--- src/design/lrr_pkg.sv ---
/*
  Shared constants and types of the reset-source and retention block:
  register map, field positions, reset values, option byte codes and timing.
  Assumes a 40 MHz system clock and 32-bit AXI4-Lite data.
*/
package lrr_pkg;

  // Clock and RTC timing
  localparam int unsigned CLK_HZ          = 40_000_000;
  localparam int unsigned RTC_TICK_MS     = 1000;
  localparam int unsigned RTC_TICK_CYCLES = CLK_HZ / 1000 * RTC_TICK_MS;

  // Detector thresholds, for reference by the analog comparators
  localparam int unsigned LVD_RISE_MV = 2810;
  localparam int unsigned LVD_FALL_MV = 2750;

  // Register byte addresses
  localparam logic [7:0] ADDR_WORD_MASK = 8'hFC;
  localparam logic [7:0] ADDR_RESET_SRC = 8'h00;
  localparam logic [7:0] ADDR_INT_STAT  = 8'h04;
  localparam logic [7:0] ADDR_INT_MASK  = 8'h08;
  localparam logic [7:0] ADDR_OPT_VIEW  = 8'h0C;
  localparam logic [7:0] ADDR_RTC_CTRL  = 8'h10;
  localparam logic [7:0] ADDR_RTC_SEC   = 8'h14;
  localparam logic [7:0] ADDR_RTC_MIN   = 8'h18;
  localparam logic [7:0] ADDR_RTC_HOUR  = 8'h1C;

  // Field positions
  localparam int unsigned RSF_LVD_BIT  = 0;
  localparam int unsigned INT_LVD_BIT  = 0;
  localparam int unsigned INT_SEC_BIT  = 1;
  localparam int unsigned INT_W        = 2;
  localparam int unsigned RTC_RUN_BIT  = 0;

  // Reset values
  localparam logic             LVD_FLAG_RST = 1'b0;
  localparam logic [INT_W-1:0] INT_STAT_RST = 2'h0;
  localparam logic [INT_W-1:0] INT_MASK_RST = 2'h0;
  localparam logic             RTC_RUN_RST  = 1'b0;
  localparam logic [7:0]       OPT_RST      = 8'h00;

  // Option byte codes
  localparam logic [7:0] OPT_WDT_STOP       = 8'h6E;
  localparam logic [7:0] OPT_LVD_RESET_MODE = 8'h7F;
  localparam logic [7:0] OPT_OSC_HS_24MHZ   = 8'hE0;
  localparam logic [7:0] OPT_OCD_ENABLE     = 8'h84;

  // Calendar limits and selectors
  localparam logic [7:0] RTC_SEC_MAX  = 8'h3B;
  localparam logic [7:0] RTC_MIN_MAX  = 8'h3B;
  localparam logic [7:0] RTC_HOUR_MAX = 8'h17;

  typedef enum logic [1:0] {
    LRR_CAL_SEC  = 2'h0,
    LRR_CAL_MIN  = 2'h1,
    LRR_CAL_HOUR = 2'h2
  } lrr_cal_sel_t;

  // AXI responses
  localparam logic [1:0] RESP_OKAY   = 2'h0;
  localparam logic [1:0] RESP_SLVERR = 2'h2;

  typedef enum logic [0:0] {
    LRR_ST_NORMAL    = 1'h0,
    LRR_ST_LVD_RESET = 1'h1
  } lrr_lvd_state_t;

endpackage : lrr_pkg

--- src/design/lrr_rtc_if.sv ---
/*
  Link between the control top and the RTC counter core.
  Assumes both ends run on the same system clock.
*/
`timescale 1ns/100ps
interface lrr_rtc_if;
  import lrr_pkg::*;
  logic         tick;
  logic         run_en;
  logic         cal_wr_en;
  lrr_cal_sel_t cal_sel;
  logic [7:0]   wr_data;
  logic [7:0]   sec;
  logic [7:0]   min;
  logic [7:0]   hour;

  modport ctrl (output tick, output run_en, output cal_wr_en, output cal_sel,
                output wr_data, input sec, input min, input hour);
  modport core (input tick, input run_en, input cal_wr_en, input cal_sel,
                input wr_data, output sec, output min, output hour);
endinterface : lrr_rtc_if

--- src/design/lrr_rtc_core.sv ---
/*
  RTC calendar counters: seconds, minutes, hours.
  Assumes tick is a one-cycle pulse per second and that writes come from
  the control top. No reset reaches these counters by design.
*/
`timescale 1ns/100ps
module lrr_rtc_core (
  input wire logic clk,
  lrr_rtc_if.core  rtc
);
  import lrr_pkg::*;

  logic [7:0] sec_q,  sec_d;
  logic [7:0] min_q,  min_d;
  logic [7:0] hour_q, hour_d;

  always_comb begin
    sec_d  = sec_q;
    min_d  = min_q;
    hour_d = hour_q;
    if (rtc.cal_wr_en) begin
      unique case (rtc.cal_sel)
        LRR_CAL_SEC:  sec_d  = rtc.wr_data;
        LRR_CAL_MIN:  min_d  = rtc.wr_data;
        LRR_CAL_HOUR: hour_d = rtc.wr_data;
        default:      sec_d  = sec_q;
      endcase
    end else if (rtc.tick && rtc.run_en) begin
      if (sec_q >= RTC_SEC_MAX) begin
        sec_d = 8'h00;
        if (min_q >= RTC_MIN_MAX) begin
          min_d  = 8'h00;
          hour_d = (hour_q >= RTC_HOUR_MAX) ? 8'h00 : hour_q + 8'h01;
        end else begin
          min_d = min_q + 8'h01;
        end
      end else begin
        sec_d = sec_q + 8'h01;
      end
    end
  end

  // Counters keep their value through every reset, power-on included
  always_ff @(posedge clk) begin
    sec_q  <= sec_d;
    min_q  <= min_d;
    hour_q <= hour_d;
  end

  assign rtc.sec  = sec_q;
  assign rtc.min  = min_q;
  assign rtc.hour = hour_q;

endmodule : lrr_rtc_core

--- src/design/lrr_top.sv ---
/*
  Reset-source and retention top: low-voltage detector reset, read-to-clear
  detector flag, option byte decode, RTC control and AXI4-Lite slave.
  Assumes rst_b is the power-on reset, the two supply comparator pins are
  asynchronous, and the option bytes are stable from reset onward.
*/
// Implementation choices: register access over AXI4-Lite and the placing of the registers.
`timescale 1ns/100ps
module lrr_top #(
  parameter int unsigned TICK_CYCLES = lrr_pkg::RTC_TICK_CYCLES
) (
  input  wire logic        clk,
  input  wire logic        rst_b,
  input  wire logic        vdd_below_fall,
  input  wire logic        vdd_at_rise,
  input  wire logic [7:0]  opt_wdt,
  input  wire logic [7:0]  opt_lvd,
  input  wire logic [7:0]  opt_osc,
  input  wire logic [7:0]  opt_ocd,
  input  wire logic [7:0]  s_axi_awaddr,
  input  wire logic        s_axi_awvalid,
  output logic             s_axi_awready,
  input  wire logic [31:0] s_axi_wdata,
  input  wire logic [3:0]  s_axi_wstrb,
  input  wire logic        s_axi_wvalid,
  output logic             s_axi_wready,
  output logic [1:0]       s_axi_bresp,
  output logic             s_axi_bvalid,
  input  wire logic        s_axi_bready,
  input  wire logic [7:0]  s_axi_araddr,
  input  wire logic        s_axi_arvalid,
  output logic             s_axi_arready,
  output logic [31:0]      s_axi_rdata,
  output logic [1:0]       s_axi_rresp,
  output logic             s_axi_rvalid,
  input  wire logic        s_axi_rready,
  output logic             cpu_rst_b,
  output logic             wdt_count_en,
  output logic             osc_hs_24mhz,
  output logic             ocd_enable,
  output logic             irq
);
  import lrr_pkg::*;

  localparam int unsigned CNT_W = $clog2(TICK_CYCLES);

  lrr_rtc_if rtc_bus ();

  // Supply comparator synchronisers
  logic [1:0] pin_meta_q;
  logic [1:0] pin_sync_q;
  logic       below_s;
  logic       at_rise_s;

  always_ff @(posedge clk) begin
    if (!rst_b) begin
      pin_meta_q <= 2'h0;
      pin_sync_q <= 2'h0;
    end else begin
      pin_meta_q <= {vdd_at_rise, vdd_below_fall};
      pin_sync_q <= pin_meta_q;
    end
  end

  assign below_s   = pin_sync_q[0];
  assign at_rise_s = pin_sync_q[1];

  // Option bytes, caught once after power-on reset release
  logic       opt_valid_q, opt_valid_d;
  logic [7:0] opt_wdt_q, opt_wdt_d;
  logic [7:0] opt_lvd_q, opt_lvd_d;
  logic [7:0] opt_osc_q, opt_osc_d;
  logic [7:0] opt_ocd_q, opt_ocd_d;

  always_comb begin
    opt_valid_d = 1'b1;
    opt_wdt_d   = opt_valid_q ? opt_wdt_q : opt_wdt;
    opt_lvd_d   = opt_valid_q ? opt_lvd_q : opt_lvd;
    opt_osc_d   = opt_valid_q ? opt_osc_q : opt_osc;
    opt_ocd_d   = opt_valid_q ? opt_ocd_q : opt_ocd;
  end

  always_ff @(posedge clk) begin
    if (!rst_b) begin
      opt_valid_q <= 1'b0;
      opt_wdt_q   <= OPT_RST;
      opt_lvd_q   <= OPT_RST;
      opt_osc_q   <= OPT_RST;
      opt_ocd_q   <= OPT_RST;
    end else begin
      opt_valid_q <= opt_valid_d;
      opt_wdt_q   <= opt_wdt_d;
      opt_lvd_q   <= opt_lvd_d;
      opt_osc_q   <= opt_osc_d;
      opt_ocd_q   <= opt_ocd_d;
    end
  end

  logic lvd_mode;

  assign lvd_mode     = opt_valid_q && (opt_lvd_q == OPT_LVD_RESET_MODE);
  // Watchdog stays stopped until the options are known
  assign wdt_count_en = opt_valid_q && (opt_wdt_q != OPT_WDT_STOP);
  assign osc_hs_24mhz = opt_valid_q && (opt_osc_q == OPT_OSC_HS_24MHZ);
  assign ocd_enable   = opt_valid_q && (opt_ocd_q == OPT_OCD_ENABLE);

  // Detector reset state
  lrr_lvd_state_t lvd_state_q, lvd_state_d;
  logic           lvd_enter;

  always_comb begin
    lvd_state_d = lvd_state_q;
    lvd_enter   = 1'b0;
    unique case (lvd_state_q)
      LRR_ST_NORMAL: begin
        if (lvd_mode && below_s) begin
          lvd_state_d = LRR_ST_LVD_RESET;
          lvd_enter   = 1'b1;
        end
      end
      LRR_ST_LVD_RESET: begin
        // Hysteresis: only the rising comparator ends the reset
        if (at_rise_s) begin
          lvd_state_d = LRR_ST_NORMAL;
        end
      end
    endcase
  end

  always_ff @(posedge clk) begin
    if (!rst_b) begin
      lvd_state_q <= LRR_ST_NORMAL;
    end else begin
      lvd_state_q <= lvd_state_d;
    end
  end

  assign cpu_rst_b = rst_b && (lvd_state_q == LRR_ST_NORMAL);

  // One-second enable for the RTC
  logic [CNT_W-1:0] tick_cnt_q, tick_cnt_d;
  logic             tick;

  assign tick = (tick_cnt_q == CNT_W'(TICK_CYCLES - 1));

  always_comb begin
    tick_cnt_d = tick ? '0 : tick_cnt_q + CNT_W'(1);
  end

  always_ff @(posedge clk) begin
    if (!rst_b) begin
      tick_cnt_q <= '0;
    end else begin
      tick_cnt_q <= tick_cnt_d;
    end
  end

  // Register file and AXI4-Lite slave
  logic             aw_full_q, aw_full_d;
  logic [7:0]       awaddr_q, awaddr_d;
  logic             w_full_q, w_full_d;
  logic [31:0]      wdata_q, wdata_d;
  logic             wstrb0_q, wstrb0_d;
  logic             bvalid_q, bvalid_d;
  logic [1:0]       bresp_q, bresp_d;
  logic             rvalid_q, rvalid_d;
  logic [31:0]      rdata_q, rdata_d;
  logic [1:0]       rresp_q, rresp_d;
  logic             lvd_flag_q, lvd_flag_d;
  logic [INT_W-1:0] int_stat_q, int_stat_d;
  logic [INT_W-1:0] int_mask_q, int_mask_d;
  logic             rtc_run_q, rtc_run_d;
  logic             do_write;
  logic             flag_rd_clr;
  logic [INT_W-1:0] stat_w1c;
  logic [INT_W-1:0] stat_set;
  logic             cal_wr_en;
  lrr_cal_sel_t     cal_sel;

  assign s_axi_awready = !aw_full_q;
  assign s_axi_wready  = !w_full_q;
  assign s_axi_arready = !rvalid_q;

  always_comb begin
    aw_full_d   = aw_full_q;
    awaddr_d    = awaddr_q;
    w_full_d    = w_full_q;
    wdata_d     = wdata_q;
    wstrb0_d    = wstrb0_q;
    bvalid_d    = bvalid_q;
    bresp_d     = bresp_q;
    rvalid_d    = rvalid_q;
    rdata_d     = rdata_q;
    rresp_d     = rresp_q;
    int_mask_d  = int_mask_q;
    rtc_run_d   = rtc_run_q;
    do_write    = aw_full_q && w_full_q && !bvalid_q;
    flag_rd_clr = 1'b0;
    stat_w1c    = '0;
    cal_wr_en   = 1'b0;
    cal_sel     = LRR_CAL_SEC;

    if (s_axi_awvalid && s_axi_awready) begin
      aw_full_d = 1'b1;
      awaddr_d  = s_axi_awaddr;
    end
    if (s_axi_wvalid && s_axi_wready) begin
      w_full_d = 1'b1;
      wdata_d  = s_axi_wdata;
      wstrb0_d = s_axi_wstrb[0];
    end
    if (bvalid_q && s_axi_bready) begin
      bvalid_d = 1'b0;
    end

    // All writable fields sit in byte lane 0, so only that strobe matters
    if (do_write) begin
      aw_full_d = 1'b0;
      w_full_d  = 1'b0;
      bvalid_d  = 1'b1;
      bresp_d   = RESP_OKAY;
      unique case (awaddr_q & ADDR_WORD_MASK)
        ADDR_RESET_SRC, ADDR_OPT_VIEW: ;
        ADDR_INT_STAT: stat_w1c = wstrb0_q ? wdata_q[INT_W-1:0] : '0;
        ADDR_INT_MASK: int_mask_d = wstrb0_q ? wdata_q[INT_W-1:0] : int_mask_q;
        ADDR_RTC_CTRL: rtc_run_d = wstrb0_q ? wdata_q[RTC_RUN_BIT] : rtc_run_q;
        ADDR_RTC_SEC: begin
          cal_wr_en = wstrb0_q;
          cal_sel   = LRR_CAL_SEC;
        end
        ADDR_RTC_MIN: begin
          cal_wr_en = wstrb0_q;
          cal_sel   = LRR_CAL_MIN;
        end
        ADDR_RTC_HOUR: begin
          cal_wr_en = wstrb0_q;
          cal_sel   = LRR_CAL_HOUR;
        end
        default: bresp_d = RESP_SLVERR;
      endcase
    end

    if (rvalid_q && s_axi_rready) begin
      rvalid_d = 1'b0;
    end
    if (s_axi_arvalid && s_axi_arready) begin
      rvalid_d = 1'b1;
      rresp_d  = RESP_OKAY;
      rdata_d  = 32'h0000_0000;
      unique case (s_axi_araddr & ADDR_WORD_MASK)
        ADDR_RESET_SRC: begin
          rdata_d[RSF_LVD_BIT] = lvd_flag_q;
          flag_rd_clr          = 1'b1;
        end
        ADDR_INT_STAT: rdata_d[INT_W-1:0] = int_stat_q;
        ADDR_INT_MASK: rdata_d[INT_W-1:0] = int_mask_q;
        ADDR_OPT_VIEW: rdata_d = {opt_ocd_q, opt_osc_q, opt_lvd_q, opt_wdt_q};
        ADDR_RTC_CTRL: rdata_d[RTC_RUN_BIT] = rtc_run_q;
        ADDR_RTC_SEC:  rdata_d[7:0] = rtc_bus.sec;
        ADDR_RTC_MIN:  rdata_d[7:0] = rtc_bus.min;
        ADDR_RTC_HOUR: rdata_d[7:0] = rtc_bus.hour;
        default:       rresp_d = RESP_SLVERR;
      endcase
    end

    // A detector reset in the cycle of the clearing read still wins
    lvd_flag_d = (lvd_state_q == LRR_ST_LVD_RESET) || (lvd_flag_q && !flag_rd_clr);
    stat_set   = '0;
    stat_set[INT_LVD_BIT] = lvd_enter;
    stat_set[INT_SEC_BIT] = tick && rtc_run_q;
    int_stat_d = stat_set | (int_stat_q & ~stat_w1c);
  end

  // Only the power-on reset reaches these; the detector reset leaves them
  always_ff @(posedge clk) begin
    if (!rst_b) begin
      aw_full_q  <= 1'b0;
      awaddr_q   <= 8'h00;
      w_full_q   <= 1'b0;
      wdata_q    <= 32'h0000_0000;
      wstrb0_q   <= 1'b0;
      bvalid_q   <= 1'b0;
      bresp_q    <= RESP_OKAY;
      rvalid_q   <= 1'b0;
      rdata_q    <= 32'h0000_0000;
      rresp_q    <= RESP_OKAY;
      lvd_flag_q <= LVD_FLAG_RST;
      int_stat_q <= INT_STAT_RST;
      int_mask_q <= INT_MASK_RST;
      rtc_run_q  <= RTC_RUN_RST;
    end else begin
      aw_full_q  <= aw_full_d;
      awaddr_q   <= awaddr_d;
      w_full_q   <= w_full_d;
      wdata_q    <= wdata_d;
      wstrb0_q   <= wstrb0_d;
      bvalid_q   <= bvalid_d;
      bresp_q    <= bresp_d;
      rvalid_q   <= rvalid_d;
      rdata_q    <= rdata_d;
      rresp_q    <= rresp_d;
      lvd_flag_q <= lvd_flag_d;
      int_stat_q <= int_stat_d;
      int_mask_q <= int_mask_d;
      rtc_run_q  <= rtc_run_d;
    end
  end

  assign s_axi_bvalid = bvalid_q;
  assign s_axi_bresp  = bresp_q;
  assign s_axi_rvalid = rvalid_q;
  assign s_axi_rdata  = rdata_q;
  assign s_axi_rresp  = rresp_q;
  assign irq          = |(int_stat_q & int_mask_q);

  assign rtc_bus.tick      = tick;
  assign rtc_bus.run_en    = rtc_run_q;
  assign rtc_bus.cal_wr_en = cal_wr_en;
  assign rtc_bus.cal_sel   = cal_sel;
  assign rtc_bus.wr_data   = wdata_q[7:0];

  lrr_rtc_core u_rtc (
    .clk (clk),
    .rtc (rtc_bus.core)
  );

  // Checks
  a_por_clears: assert property (@(posedge clk) disable iff (!rst_b)
    $rose(rst_b) |-> (!lvd_flag_q && !rtc_run_q))
    else $error("power-on reset left flag or RTC control set");

  a_lvd_assert: assert property (@(posedge clk) disable iff (!rst_b)
    (lvd_mode && below_s && lvd_state_q == LRR_ST_NORMAL) |=> !cpu_rst_b)
    else $error("detector reset not raised below threshold");

  a_lvd_hold: assert property (@(posedge clk) disable iff (!rst_b)
    (lvd_state_q == LRR_ST_LVD_RESET && !at_rise_s) |=> !cpu_rst_b)
    else $error("detector reset dropped before supply recovered");

  a_lvd_release: assert property (@(posedge clk) disable iff (!rst_b)
    (lvd_state_q == LRR_ST_LVD_RESET && at_rise_s) |=> cpu_rst_b)
    else $error("detector reset not released at threshold");

  a_rtc_counts_thru: assert property (@(posedge clk) disable iff (!rst_b)
    (lvd_state_q == LRR_ST_LVD_RESET && tick && rtc_run_q && !cal_wr_en
     && rtc_bus.sec < RTC_SEC_MAX) |=> (rtc_bus.sec == $past(rtc_bus.sec) + 8'h01))
    else $error("RTC stopped counting during detector reset");

  a_flag_set_lvd: assert property (@(posedge clk) disable iff (!rst_b)
    (lvd_state_q == LRR_ST_LVD_RESET) |=> lvd_flag_q)
    else $error("flag not set by detector reset");

  a_flag_read_val: assert property (@(posedge clk) disable iff (!rst_b)
    (s_axi_arvalid && s_axi_arready && (s_axi_araddr & ADDR_WORD_MASK) == ADDR_RESET_SRC)
    |=> (s_axi_rvalid && s_axi_rdata[RSF_LVD_BIT] == $past(lvd_flag_q)))
    else $error("reset source read returned wrong flag");

  a_flag_read_clr: assert property (@(posedge clk) disable iff (!rst_b)
    (s_axi_arvalid && s_axi_arready && (s_axi_araddr & ADDR_WORD_MASK) == ADDR_RESET_SRC
     && lvd_state_q == LRR_ST_NORMAL) |=> !lvd_flag_q)
    else $error("flag not cleared by read");

  a_wdt_stopped: assert property (@(posedge clk) disable iff (!rst_b)
    (opt_valid_q && opt_wdt_q == OPT_WDT_STOP) |-> !wdt_count_en [*2])
    else $error("watchdog runs with stop option");

  a_osc_hs_mode: assert property (@(posedge clk) disable iff (!rst_b)
    $rose(opt_valid_q) && $past(opt_osc) == OPT_OSC_HS_24MHZ |-> osc_hs_24mhz)
    else $error("oscillator option not decoded");

  c_lvd_cycle: cover property (@(posedge clk) disable iff (!rst_b)
    !cpu_rst_b ##[1:1000] cpu_rst_b);
  c_flag_read: cover property (@(posedge clk) disable iff (!rst_b)
    s_axi_rvalid && s_axi_rdata[RSF_LVD_BIT]);
  c_cal_write: cover property (@(posedge clk) disable iff (!rst_b)
    cal_wr_en);

endmodule : lrr_top

--- config.mk ---
export PLATFORM = sky130hd
export DESIGN_NAME = lrr_top
export DESIGN_NICKNAME = d
export VERILOG_FILES = /design/src/design/lrr_pkg.sv /design/src/design/lrr_rtc_if.sv /design/src/design/lrr_rtc_core.sv /design/src/design/lrr_top.sv
export SDC_FILE = /design/constraint.sdc
export NUM_CORES = 1
export LEC_CHECK = 0
export BUFFER_PORTS_ARGS = -buffer_cell sky130_fd_sc_hd__clkbuf_2
export CORE_ASPECT_RATIO = 1.25
export CORE_UTILIZATION = 35
export CTS_CLUSTER_DIAMETER = 30
export DETAILED_ROUTE_END_ITERATION = 16
export GPL_ROUTABILITY_DRIVEN = 0
export PLACE_DENSITY = 0.64
export SLEW_MARGIN = 20
export SYNTH_ARGS = -nofsm -noshare
export SYNTH_HDL_FRONTEND = slang
export SYNTH_SLANG_ARGS = --single-unit
export TNS_END_PERCENT = 10
--- constraint.sdc ---
create_clock -name clk -period 6.2 [get_ports clk]
set_input_delay 0.93 -clock clk [delete_from_list [all_inputs] [get_ports clk]]
set_output_delay 0.93 -clock clk [all_outputs]
set_load 0.01 [all_outputs]
### Word-level counts from Yosys, hierarchy flattened

Cells that the tools add are included.

* register bits: 151
* latch bits: 0
* bits in writable memories: 0
* memory bits (read-only): 0
* input port bits: 93
* output and inout port bits: 46
* memories: 0

* add/subtract/negate cells: 4
* $mul: 0
* divide/modulo/power cells: 0
* order comparisons: 3
* equality and inequality tests: 24
* shift-type cells: 0
* mux-type cells: 39
* bitwise gates (word level): 6
* reductions and logical operators: 40

Operator list (number)
* 2-to-1 mux 8 bit: 15
* equality test 6 x 3 -> 1 bit, second input constant: 8
* adder 26 x 1 -> 26 bit, second input constant: 1
* equality test 26 bit, second input constant: 1
* adder 8 x 1 -> 8 bit, second input constant: 3
* equality test 6 x 2 -> 1 bit, second input constant: 4
* 2-to-1 mux 24 bit: 1
* case mux 6 bit (4 select lines): 1
* equality test 8 bit, second input constant: 2
* >= comparator 8 x 6 -> 1 bit, second input constant: 2
* logical NOT 8 bit: 2
* OR reduction 8 bit: 2
* logical AND 1 bit: 15
* equality test 6 x 1 -> 1 bit, second input constant: 2
* 2-to-1 mux 1 bit: 12
* 2-to-1 mux 2 bit: 6
* nonzero test 2 bit: 5
* AND reduction 3 bit: 3
* equality test 8 x 7 -> 1 bit, second input constant: 1
* >= comparator 8 x 5 -> 1 bit, second input constant: 1
* inequality test 8 x 7 -> 1 bit, second input constant: 1
* case mux 1 bit (8 select lines): 1
* inequality test 2 x 1 -> 1 bit, second input constant: 3
* case mux 1 bit (6 select lines): 1
* 15 further kinds: 23

### Logic depth before layout (Yosys ltp)

* word-level depth: 6
* mapped depth: 7
* depth with buffers taken out: 5

### Cells and area by module

From an unflattened synthesis, not the netlist that was laid out.

* cells, all modules: 647
* area, all modules: 6247.2 um^2

Modules (own cells, without submodules)
* lrr_top: times used 1, cells each 546, area an instance 5049.8 um^2, seq. area each 2462.4 um^2
* lrr_rtc_core: times used 1, cells each 101, area an instance 1197.4 um^2, seq. area each 720.7 um^2

### Worst setup path after synthesis

No wires, ideal clock.

* path type: input -> output
* start: input port rst_b
* end: output port cpu_rst_b
* arrival: 1.857 ns
* setup slack: 3.413 ns
* stages: 5
* path buffers: 3
* cells stage by stage: clkbuf_1 inv_2 clkbuf_1 clkbuf_1 nor2_1

* word-level cells in the longest chain between the ends: 1

RTL lines
* start, declared: RTL line lrr_top.sv:13 `input wire logic rst_b,`
* logical AND 1 bit: RTL line lrr_top.sv:138 `assign cpu_rst_b = rst_b && (lvd_state_q == LRR_ST_NORMAL);`
* end, declared: RTL line lrr_top.sv:37 `output logic cpu_rst_b,`

No other way between the ends.

### Worst setup path after layout

* start: register opt_valid_q
* end: output port ocd_enable

* word-level cells in the longest chain between the ends: 1

RTL lines
* start, declared: RTL line lrr_top.sv:69 `logic opt_valid_q, opt_valid_d;`
* start signal, assigned: RTL line lrr_top.sv:91 `opt_valid_q <= opt_valid_d;`
* logical AND 1 bit: RTL line lrr_top.sv:105 `assign ocd_enable = opt_valid_q && (opt_ocd_q == OPT_OCD_ENABLE);`
* end, declared: RTL line lrr_top.sv:40 `output logic ocd_enable,`

No other way between the ends.

==> results.yml <==
yosys:
  synth_edf_count: 24
  ys.flop_type: "dfxtp_1"
  synth-seq-cells: 147
  async_reset_ff_share_pct: 0
  avgSynthCellArea_um2: 9.64
  ys_seq_area_share_pct: 51.1
  synth_warnings: 0
  synth.distinct_cells: 59
  netlist_instances: 646
  syn-cell-area_mm2: 0.00623
placement:
  detailed_place_hpwl_um: 10100
  dp_cells: 946
  portBuffers: 105
worst_setup_path:
  crit_end: "ocd_enable"
  crit_type: "register to primary output"
  reg2reg_depth: 5
  crit_start: "opt_valid_q"
  cp_data_required_time_ns: 5.27
  r2r-start: "awaddr_q[5]"
  cp-end-kind: "primary output"
  worstPathMaxFanout: 36
  r2r_setup_slack_ns: 3.97
  critPathLaunchType: "register"
  r2r-end: "u_rtc.rtc.hour[6]"
  arrival_ns: 1.73
grt:
  antenna_found_initial: 0
  grt_usage_pct: 16.1
  grt_pass1_wl_um: 22800
  grt_max_degree: 90
  first_global_vias: 4538
  overflow: 0
clocking:
  root_buffer: "clkbuf_16"
  clock_sinks: 147
  h-tree-depth: 4
  numCtsBuffers: 17
  insertion_delay_ns: 0.42
  postCtsSetupRepairBufs: 0
  cts_tree: "done"
  postCtsResizedCells: 0
  path_clk_slew_ns: 0.06
  ctsHoldBuffers: 0
  clock_path_buffers: 2
power:
  p_leak_uw: 0.00297
  power.density_mw_per_mm2: 284
  irDropWorstVdd_mv: 0.183
drt:
  drc: 0
  drtPass1Iterations: 4
  vias: 4978
  ant_nets: 0
  finalWirelength_um: 14500
  drt_iter0_drc: 309
  via_per_inst: 5.10
  wire_per_inst_um: 14.8
sta:
  clock.fmax_mhz: 376
  finalSetupTns_ns: 0
  fin_crit_sh_pct: 42.9
  finalSetupViolations: 0
  hold_viol: 0
  worstMarginPinSlew_ns: 0.916
  rsz0062_at_grt: "false"
  skew_ns: 0.0104
  post-route-min-period_ns: 2.66
  slew_headroom_pct: 39.0
  drv_slew: 0
die:
  die_area_mm2: 0.0183
  core-area_mm2: 0.0174
  fp-row-count: 54
  die_h_um: 151
  initial_core_util_pct: 35.7
  io_pins: 139
  die-width_um: 121
worst_hold_path:
  hold_depth: 1
  min-delay-path-class: "register to register"
run:
  drv_cap: 0
finish:
  finish.utilization_pct: 43.2
  drive_gt1_share_pct: 21.0
  syn_to_final_growth_pct: 20.9
  layout_commonest_cell: "dfxtp_1"
  diodes: 0
  nNetsFinal: 838
  nFillCells: 1689
  mostFrequentLayoutCells: "dfxtp_1, clkbuf_2, nor2_1"
  final_cells: 976
outcome:
  outcome: "finished, final reports clean"
[state kept, by name, indices dropped and copies added, names as in the netlist, 2 cells and up]
| register | flops |
|---|---|
| opt_ocd_q | 8 |
| awaddr_q | 6 |
| s_axi_rdata | 32 |
| pin_meta_q | 2 |
| opt_lvd_q | 8 |
| int_stat_q | 2 |
| pin_sync_q | 2 |
| wdata_q | 8 |
| int_mask_q | 2 |
| u_rtc.rtc.sec | 8 |
| opt_osc_q | 8 |
| u_rtc.rtc.min | 8 |
| opt_wdt_q | 8 |
| u_rtc.rtc.hour | 8 |
| tick_cnt_q | 26 |
[metal layers]
layer	routed length, um	share of wire, %	track usage, %
met2	6880	48	25.4
met1	6680	46	20.4
met3	664	4.6	4.56
met4	242	1.7	6.79
met5	0	0	0
[cells in the mapped netlist (2+ instances only)]
| master | instances | area, um2 |
|---|---|---|
| a21boi_0 | 2 | 15.0 |
| a21oi_1 | 26 | 130 |
| a221oi_1 | 2 | 17.5 |
| a22o_1 | 2 | 17.5 |
| a22oi_1 | 39 | 293 |
| and2_1 | 15 | 93.8 |
| and3_1 | 5 | 31.3 |
| and4_1 | 6 | 52.6 |
| buf_2 | 2 | 10.0 |
| buf_4 | 2 | 15.0 |
| clkbuf_1 | 31 | 116 |
| dfxtp_1 | 123 | 2460 |
| edfxtp_1 | 24 | 721 |
| ha_1 | 4 | 50.1 |
| inv_1 | 11 | 41.3 |
| mux2_2 | 7 | 78.8 |
| mux2i_1 | 44 | 440 |
| nand2_1 | 52 | 195 |
| nand2b_1 | 5 | 31.3 |
| nand3_1 | 19 | 95.1 |
| nand4_1 | 9 | 56.3 |
| nand4b_1 | 4 | 35.0 |
| nor2_1 | 88 | 330 |
| nor2b_1 | 4 | 25.0 |
| nor3_1 | 8 | 40.0 |
| nor3b_1 | 2 | 15.0 |
| nor4_1 | 7 | 43.8 |
| nor4b_1 | 4 | 35.0 |
| o21a_1 | 2 | 15.0 |
| o21ai_0 | 27 | 135 |
| o21ai_1 | 2 | 10.0 |
| o31ai_1 | 6 | 45.0 |
| or3_1 | 7 | 43.8 |
| or4_1 | 6 | 45.0 |
| or4_4 | 2 | 22.5 |
| xnor2_1 | 9 | 78.8 |
| xor2_1 | 16 | 140 |
[worst min-delay path by stage]
| stage | from | endpoint |
|---|---|---|
| after floorplan | pin_meta_q[0] | pin_sync_q[0] |
| after global placement | pin_meta_q[0] | pin_sync_q[0] |
| after detailed placement | pin_meta_q[1] | pin_sync_q[1] |
| after CTS | pin_meta_q[1] | pin_sync_q[1] |
| after global routing | pin_meta_q[0] | pin_sync_q[0] |
| final | pin_meta_q[1] | pin_sync_q[1] |
[cells by family after synthesis]
logic type	Yosys count	share of synthesized area, %
XOR/XNOR	25	3.52
other	1	0.0602
multiplexers	52	8.70
adder cells (fa/ha/maj)	4	0.804
buffers and inverters	49	3.13
flip-flops	147	51.1
AO/OA/AOI/OAI	119	12.4
AND/OR/NAND/NOR	249	20.2
[power by group]
part	internal, uW	switching, uW
Sequential	992	20.9
Clock	613	394
Combinational	49.1	66.4
[cell type report]
class	instances	area (um2)	share of cell area, %
Clock buffer	19	454	6.03
Clock inverter	11	128	1.69
Tap cell	224	280	3.72
Timing Repair Buffer	112	578	7.67
Inverter	12	45.0	0.598
Multi-Input combinational cell	451	2860	38.0
Sequential cell	147	3180	42.3
[critical path, stage by stage (launching register included)]
cell and delay (ns):
dfxtp_2 0.31, buf_4 0.48, nor4b_1 0.31, clkbuf_2 0.18
[per-stage QoR]
step                hold WS (ns)  power [uW]  setup WS, ns  instance area [um2]
global placement           0.419        1150          3.34                 6950
CTS                        0.435        2160          3.50                 7530
finish                     0.432        2140          3.54                 7530
detailed placement         0.420        1150          3.32                 6950
global route               0.451        2220          3.35                 7530
floorplan                  0.412        1100          3.41                 6230
Power figures use the tool's default switching activity.
